File: src/verilog/tsa_pkg.sv
package tsa_pkg;
   // Pin timing in ns as the converter wants it
   localparam int unsigned CLK_PERIOD_NS   = 5;
   localparam int unsigned START_LOW_NS    = 600;
   localparam int unsigned EARLY_READ_NS   = 600;
   localparam int unsigned CONV_TIME_NS    = 700;
   localparam int unsigned RESTART_GAP_NS  = 500;
   // Least times round up to whole cycles
   localparam int unsigned START_LOW_CYC   =
      (START_LOW_NS + CLK_PERIOD_NS - 1) / CLK_PERIOD_NS;
   localparam int unsigned EARLY_READ_CYC  =
      (EARLY_READ_NS + CLK_PERIOD_NS - 1) / CLK_PERIOD_NS;
   localparam int unsigned CONV_TIME_CYC   =
      (CONV_TIME_NS + CLK_PERIOD_NS - 1) / CLK_PERIOD_NS;
   localparam int unsigned RESTART_GAP_CYC =
      (RESTART_GAP_NS + CLK_PERIOD_NS - 1) / CLK_PERIOD_NS;
   localparam int unsigned CNT_W           = 9;
   localparam int unsigned DATA_W          = 8;
   // Mode request encodings
   localparam logic [1:0] OP_INTERNAL     = 2'h0;
   localparam logic [1:0] OP_EXTERNAL     = 2'h1;
   localparam logic [1:0] OP_READ_CONVERT = 2'h2;
   localparam logic [1:0] OP_PIPELINED    = 2'h3;

   typedef enum logic [6:0] {
      ST_IDLE   = 7'h01,
      ST_TRACK  = 7'h02,
      ST_CONV   = 7'h04,
      ST_READ   = 7'h08,
      ST_RDWAIT = 7'h10,
      ST_HOLD   = 7'h20,
      ST_GAP    = 7'h40
   } tsa_state_t;
endpackage
File: src/verilog/tsa_host.sv
// Operation
// - Start strobe falling edge begins tracking
// - Hold start strobe low 600 ns
// - Early read allowed 600 ns after start
// - Wait 500 ns after done
// - Read-convert: read held until result
// - Strobed: read with select low after done
// - Tied strobes read previous, start new
`timescale 1ns/1ps
`default_nettype none
module tsa_host
   import tsa_pkg::*;
(
   input  wire logic              sys_clk,
   input  wire logic              rst,
   input  wire logic              req_valid,
   input  wire logic [1:0]        req_op,
   output logic                   req_ready,
   output logic [DATA_W-1:0]      rsp_data,
   output logic                   rsp_over_range,
   output logic                   rsp_valid,
   output logic                   cs_n,
   output logic                   rd_n,
   output logic                   mode,
   output logic                   wr_out,
   output logic                   wr_oe,
   input  wire logic              rdy_in,
   input  wire logic              int_n,
   input  wire logic              over_range_flag,
   input  wire logic [DATA_W-1:0] result_bus
);
   // Two-flop synchronisers for every converter output
   logic [DATA_W+2:0] sync1_r;
   logic [DATA_W+2:0] sync2_r;
   always_ff @(posedge sys_clk)
   begin
      if (rst)
      begin
         sync1_r <= 11'h7ff;
         sync2_r <= 11'h7ff;
      end
      else
      begin
         sync1_r <= {rdy_in, int_n, over_range_flag, result_bus};
         sync2_r <= sync1_r;
      end
   end
   logic              rdy_s;
   logic              int_s;
   logic              ofl_s;
   logic [DATA_W-1:0] bus_s;
   assign rdy_s = sync2_r[DATA_W+2];
   assign int_s = sync2_r[DATA_W+1];
   assign ofl_s = sync2_r[DATA_W];
   assign bus_s = sync2_r[DATA_W-1:0];

   tsa_state_t       st_r, st_nxt;
   logic [CNT_W-1:0] cnt_r, cnt_nxt;
   logic [1:0]       op_r, op_nxt;
   logic             cs_n_r, cs_n_nxt, rd_n_r, rd_n_nxt;
   logic             wr_r, wr_nxt, mode_r, mode_nxt;
   logic [DATA_W-1:0] dat_r, dat_nxt;
   logic             ofl_r, ofl_nxt, vld_r, vld_nxt;
   logic             rdy_r;

   // Sequencer; the host paces the converter by cycle counts, with done
   // sampled to end conversion waits early and ready awaited in read-convert.
   always_comb
   begin
      st_nxt   = st_r;
      cnt_nxt  = cnt_r;
      op_nxt   = op_r;
      cs_n_nxt = cs_n_r;
      rd_n_nxt = rd_n_r;
      wr_nxt   = wr_r;
      mode_nxt = mode_r;
      dat_nxt  = dat_r;
      ofl_nxt  = ofl_r;
      vld_nxt  = 1'b0;
      unique case (st_r)
         ST_IDLE:
         begin
            // Ready is low for a cycle after reset; nothing is taken then
            if (req_valid && rdy_r)
            begin
               op_nxt   = req_op;
               cnt_nxt  = '0;
               cs_n_nxt = 1'b0;
               // Low selects read-convert, high strobed
               mode_nxt = (req_op != OP_READ_CONVERT);
               if (req_op == OP_READ_CONVERT)
               begin
                  rd_n_nxt = 1'b0;
                  st_nxt   = ST_RDWAIT;
               end
               else
               begin
                  wr_nxt = 1'b0;
                  if (req_op == OP_PIPELINED)
                     rd_n_nxt = 1'b0;
                  st_nxt = ST_TRACK;
               end
            end
         end
         ST_TRACK:
         begin
            cnt_nxt = cnt_r + 1'b1;
            if (cnt_r == CNT_W'(START_LOW_CYC - 1))
            begin
               wr_nxt  = 1'b1;
               cnt_nxt = '0;
               if (op_r == OP_PIPELINED)
               begin
                  // Previous result is on the bus now
                  rd_n_nxt = 1'b1;
                  dat_nxt  = bus_s;
                  ofl_nxt  = ofl_s;
                  vld_nxt  = 1'b1;
                  // New conversion still runs; wait for its done
                  st_nxt   = ST_CONV;
               end
               else
                  st_nxt = ST_CONV;
            end
         end
         ST_CONV:
         begin
            cnt_nxt = cnt_r + 1'b1;
            if (op_r == OP_EXTERNAL &&
                cnt_r == CNT_W'(EARLY_READ_CYC - 1))
            begin
               rd_n_nxt = 1'b0;
               cnt_nxt  = '0;
               st_nxt   = ST_READ;
            end
            // Timeout too, since done travels two sync flops late
            else if (op_r == OP_INTERNAL &&
                     (!int_s || cnt_r == CNT_W'(CONV_TIME_CYC + 3)))
            begin
               rd_n_nxt = 1'b0;
               cnt_nxt  = '0;
               st_nxt   = ST_READ;
            end
            // Pipelined restart must wait for done, then the full gap
            else if (op_r == OP_PIPELINED &&
                     (!int_s || cnt_r == CNT_W'(CONV_TIME_CYC + 3)))
            begin
               cnt_nxt = '0;
               st_nxt  = ST_HOLD;
            end
         end
         ST_READ:
         begin
            // Bus settles, then two sync flops
            cnt_nxt = cnt_r + 1'b1;
            if (cnt_r == CNT_W'(15))
            begin
               dat_nxt  = bus_s;
               ofl_nxt  = ofl_s;
               vld_nxt  = 1'b1;
               rd_n_nxt = 1'b1;
               cnt_nxt  = '0;
               st_nxt   = ST_HOLD;
            end
         end
         ST_RDWAIT:
         begin
            // Ready released high ends the wait
            cnt_nxt = cnt_r + 1'b1;
            if (cnt_r > CNT_W'(4) && rdy_s)
            begin
               cnt_nxt = '0;
               st_nxt  = ST_READ;
            end
         end
         ST_HOLD:
         begin
            cs_n_nxt = 1'b1;
            cnt_nxt  = '0;
            st_nxt   = ST_GAP;
         end
         ST_GAP:
         begin
            cnt_nxt = cnt_r + 1'b1;
            if (cnt_r == CNT_W'(RESTART_GAP_CYC - 1))
            begin
               cs_n_nxt = 1'b1;
               cnt_nxt  = '0;
               st_nxt   = ST_IDLE;
            end
         end
      endcase
   end

   // Registers only
   always_ff @(posedge sys_clk)
   begin
      if (rst)
      begin
         st_r   <= ST_IDLE;
         cnt_r  <= '0;
         op_r   <= OP_INTERNAL;
         cs_n_r <= 1'b1;
         rd_n_r <= 1'b1;
         wr_r   <= 1'b1;
         mode_r <= 1'b1;
         dat_r  <= 8'h00;
         ofl_r  <= 1'b0;
         vld_r  <= 1'b0;
      end
      else
      begin
         st_r   <= st_nxt;
         cnt_r  <= cnt_nxt;
         op_r   <= op_nxt;
         cs_n_r <= cs_n_nxt;
         rd_n_r <= rd_n_nxt;
         wr_r   <= wr_nxt;
         mode_r <= mode_nxt;
         dat_r  <= dat_nxt;
         ofl_r  <= ofl_nxt;
         vld_r  <= vld_nxt;
      end
   end

   // Ready register loads from the next state, so it tracks idle with no lag
   always_ff @(posedge sys_clk)
   begin
      if (rst)
         rdy_r <= 1'b0;
      else
         rdy_r <= (st_nxt == ST_IDLE);
   end

   assign req_ready      = rdy_r;
   assign rsp_data       = dat_r;
   assign rsp_over_range = ofl_r;
   assign rsp_valid      = vld_r;
   assign cs_n           = cs_n_r;
   assign rd_n           = rd_n_r;
   assign mode           = mode_r;
   assign wr_out         = wr_r;
   // Pin is an input of ours in read-convert mode
   assign wr_oe          = mode_r;

   // Start strobe stays low at least 8 cycles once it falls
   start_low_a : assert property (@(posedge sys_clk) disable iff (rst)
      $fell(wr_r) |-> !wr_r [*8]) else $error("start strobe short");
   // Gap before next start after a read
   restart_gap_a : assert property (@(posedge sys_clk) disable iff (rst)
      $rose(cs_n_r) |-> cs_n_r [*8]) else $error("restart gap short");
   // Strobes only with select low
   strobe_sel_a : assert property (@(posedge sys_clk) disable iff (rst)
      (!rd_n_r || !wr_r) |-> !cs_n_r) else $error("strobe unselected");
   // Early read not within 8 cycles of the start strobe rising
   early_read_a : assert property (@(posedge sys_clk) disable iff (rst)
      $rose(wr_r) && op_r == OP_EXTERNAL |-> rd_n_r [*8])
      else $error("read too early");
   // Read-convert mode never drives shared pin
   rc_mode_a : assert property (@(posedge sys_clk) disable iff (rst)
      !mode_r |-> !wr_oe && wr_r)
      else $error("pin driven in read mode");
   // Result valid only one cycle
   rsp_pulse_a : assert property (@(posedge sys_clk) disable iff (rst)
      rsp_valid |=> !rsp_valid) else $error("valid not a pulse");
   // Read ends before select
   done_clear_a : assert property (@(posedge sys_clk) disable iff (rst)
      $rose(cs_n_r) |-> rd_n_r) else $error("select rose during read");
   // Internal-mode read not within 8 cycles of the start strobe rising
   conv_wait_a : assert property (@(posedge sys_clk) disable iff (rst)
      $rose(wr_r) && op_r == OP_INTERNAL |-> rd_n_r [*8])
      else $error("read before conversion");
endmodule // tsa_host
`default_nettype wire

File: config.mk
export PLATFORM = sky130hd
export DESIGN_NAME = tsa_host
export DESIGN_NICKNAME = d
export VERILOG_FILES = /design/src/verilog/tsa_pkg.sv /design/src/verilog/tsa_host.sv
export SDC_FILE = /design/constraint.sdc
export NUM_CORES = 1
export LEC_CHECK = 0
export BUFFER_PORTS_ARGS = -buffer_cell sky130_fd_sc_hd__buf_2
export CAP_MARGIN = 20
export CORE_MARGIN = 10
export CORE_UTILIZATION = 56
export DETAILED_ROUTE_END_ITERATION = 12
export PLACE_DENSITY = 0.79
export SLEW_MARGIN = 40
export SYNTH_ARGS = -nofsm -noshare
export SYNTH_HDL_FRONTEND = slang
export SYNTH_SLANG_ARGS = --single-unit
File: constraint.sdc
create_clock -name sys_clk -period 3 [get_ports sys_clk]
set_input_delay 0.15 -clock sys_clk [delete_from_list [all_inputs] [get_ports sys_clk]]
set_output_delay 0.15 -clock sys_clk [all_outputs]
set_load 0.01 [all_outputs]
==> impl_metrics.yaml <==
status:
  status: "finished, final reports clean"
sta:
  setup_violations: 0
  finalMaxSlewViolations: 0
  period_share_pct: 83.5
  max-slew-margin-rel_pct: 58.4
  whs_ns: 0.0163
  hold_viol_final: 0
  tns_ns: 0
  rsz0062_at_grt: "no"
  fmax_mhz: 399
  finClkSkew_ns: 0.00615
  tightest_slew_ns: 0.625
  period_minus_slack_ns: 2.50
final_layout:
  antenna_cells: 0
  area_delta_synth_final_pct: 10.6
  regArea_um2: 1100
  final_util_pct: 65.6
  mostFrequentLayoutCells: "55 x dfxtp_1, 31 x buf_2, 25 x nor2_1, 23 x or2_2, 22 x nand2_1"
  fillers: 344
  multi_input_area_um2: 1210
  final_common_cell: "dfxtp_1"
  fin_area_um2: 2680
  drive_gt1_share_pct: 26.0
  final_nets: 306
detailed_routing:
  drt_wl_total_um: 5040
  vias: 1955
  first_pass_iters: 4
  viasPerCell: 5.77
  drt_iter0_drc: 192
  final_antenna_net_count: 0
  wl_per_cell_um: 14.9
  drc: 0
place:
  gp_congestion: 0.857
  port-buffer-count: 31
  placed_cell_area_um2: 2550
  post-dp-hpwl_um: 3660
worst_setup_path:
  start_kind: "register"
  arrival_ns: 2.70
  cp_slowest_cell: "or4_1"
  path_max_fanout: 9
  path_class: "reg -> reg"
  cp_cell_sequence: "or4_1, or2_1, a221oi_1, o211ai_2, a31oi_1, mux2i_1"
  rr_worst_depth: 6
  cp-end-kind: "register"
  critPathMaxStageDelay_ns: 0.64
  worstPathRequired_ns: 3.19
synth:
  ys.warnings.count: 0
  synth_area_per_cell_um2: 9.18
  netlist_instances: 264
  synth_edf_count: 0
  netlist_area_um2: 2420
  synth_nets: 282
  ys_seq_elements: 55
  synth-main-ff-cell: "dfxtp_1"
  seq_area_frac_synth_pct: 45.5
  async_reset_ff_share_pct: 0
  ys_types: 56
flow_run:
  drv_cap: 0
power_and_ir_drop:
  power.share.sequential_pct: 55.4
  internal_power_uw: 1070
  swShare_pct: 24.0
  clockPowerShare_pct: 35.1
  comb_power_share_pct: 9.5
  p_switching_uw: 338
  p_total_uw: 1410
  leakagePower_uw: 0.00113
  p_per_area_nw_per_um2: 525
  peakVddDrop_mv: 0.429
clocking:
  ctsHtreeMaxLevel: 2
  cts_hold_buf: 0
  clkTransAtPathRegs_ns: 0.10
  cts_root_buf: "clkbuf_8"
  cts_sinks: 55
  cts_tree: "built"
  clock_latency_ns: 0.30
  cts_max_path_buffers: 2
  numCtsBuffers: 5
  post_cts_resized: 0
  cts_setup_buffers: 0
floorplan:
  die-area_um2: 7360
  rows: 23
  die_w_um: 85.8
  ioPinCount: 32
  core_um2: 4090
  initial_core_util_pct: 59.3
  die_h_um: 85.8
worst_hold_path:
  hold_path.class: "in -> reg"
  min_path_cells: 2
grt:
  grt_util_all_layers_pct: 14.0
  antenna_found_initial: 0
  grt_max_degree: 43
  grt_pass1_wl_um: 8670
  grt-ovfl-total: 0
  grt_pass1_vias: 1883
[Yosys cell counts (all sizes together) (2+ instances only)]
| cell | n | area, um^2 |
|---|---|---|
| dfxtp | 55 | 1100 |
| nor2 | 25 | 93.8 |
| or2 | 24 | 150 |
| nand2 | 23 | 93.8 |
| buf | 10 | 73.8 |
| mux2i | 10 | 100 |
| nand3 | 10 | 50.1 |
| o21ai | 9 | 45.0 |
| a21oi | 8 | 40.0 |
| nor2b | 8 | 50.1 |
| clkbuf | 7 | 26.3 |
| o211ai | 5 | 42.5 |
| inv | 4 | 15.0 |
| nand4 | 4 | 25.0 |
| nor3 | 4 | 25.0 |
| or4 | 4 | 30.0 |
| a211oi | 3 | 27.5 |
| a31oi | 3 | 18.8 |
| and2 | 3 | 20.0 |
| nand2b | 3 | 18.8 |
| nor4 | 3 | 25.0 |
| nor4b | 3 | 26.3 |
| o21a | 3 | 22.5 |
| o311ai | 3 | 26.3 |
| a21boi | 2 | 15.0 |
| a21o | 2 | 15.0 |
| a221oi | 2 | 17.5 |
| and3 | 2 | 12.5 |
| and4b | 2 | 21.3 |
| ha | 2 | 25.0 |
| xnor2 | 2 | 17.5 |
| xor2 | 2 | 17.5 |
[critical path: cells and delay by family, from the launching register on]
family / cells / cell delay (ns)
AND/OR/NAND/NOR: 2 / 0.94
multiplexers: 1 / 0.10
flip-flops: 1 / 0.39
AO/OA/AOI/OAI: 3 / 0.96
[final cells by class]
class | count | area share (%)
inverter | 4 | 0.560
clock inverter | 3 | 1.73
sequential | 55 | 41.1
multi-input combinational | 188 | 45.0
clock buffer | 5 | 2.57
tap | 50 | 2.33
timing repair buffer | 34 | 6.72
[power groups by stage]
stage	sequential (uW)	clock (uW)	combinational, uW
global placement	795	0	130
finish	780	493	133
floorplan	791	0	97.3
CTS	779	502	132
detailed placement	796	0	132
global route	783	535	151
[per-layer routing]
| layer | vias to the layer above | part of all wire [%] | global-route usage (%) | routed length [um] |
|---|---|---|---|---|
| met5 | - | 0 | 0 | 0 |
| met4 | 0 | 1.4 | 4.49 | 73 |
| met3 | 10 | 8.4 | 4.73 | 424 |
| met2 | 82 | 48 | 22.6 | 2420 |
| met1 | 887 | 42 | 17.0 | 2120 |
| li1 | 976 | - | - | - |
[flip-flops by register name, summed over array words and instances, names as in the netlist, 2 cells and up]
name,cells
sync1_r,11
sync2_r,11
cnt_r,9
rsp_data,8
st_r,7
op_r,2
[path summary, 6_finish.rpt]
path / start / end / slack (ns)
max reg2reg: cnt_r[5] / cnt_r[4] / 0.50
min: result_bus[0] / sync1_r[0] / 0.02
min reg2reg: sync1_r[5] / sync2_r[5] / 0.42
max: cnt_r[5] / cnt_r[4] / 0.50
[per-stage QoR]
| stage | setup WS (ns) | cells |
|---|---|---|
| finish | 0.496 | 339 |
| global route | 0.303 | 339 |
| CTS | 0.511 | 338 |
| detailed placement | 0.561 | 330 |
| global placement | 0.673 | 330 |
| floorplan | 0.761 | 264 |
[cell families after synthesis]
| logic type | after synthesis | synth area share (%) |
|---|---|---|
| AOI/OAI and AO/OA | 51 | 15.5 |
| xor gates and xnor gates | 4 | 1.45 |
| adders and majority gates | 2 | 1.03 |
| buffers and inverters | 21 | 4.75 |
| DFF | 55 | 45.5 |
| muxes | 10 | 4.13 |
| and+or+nand+nor | 121 | 27.6 |
(Power assumes the default switching activity.)
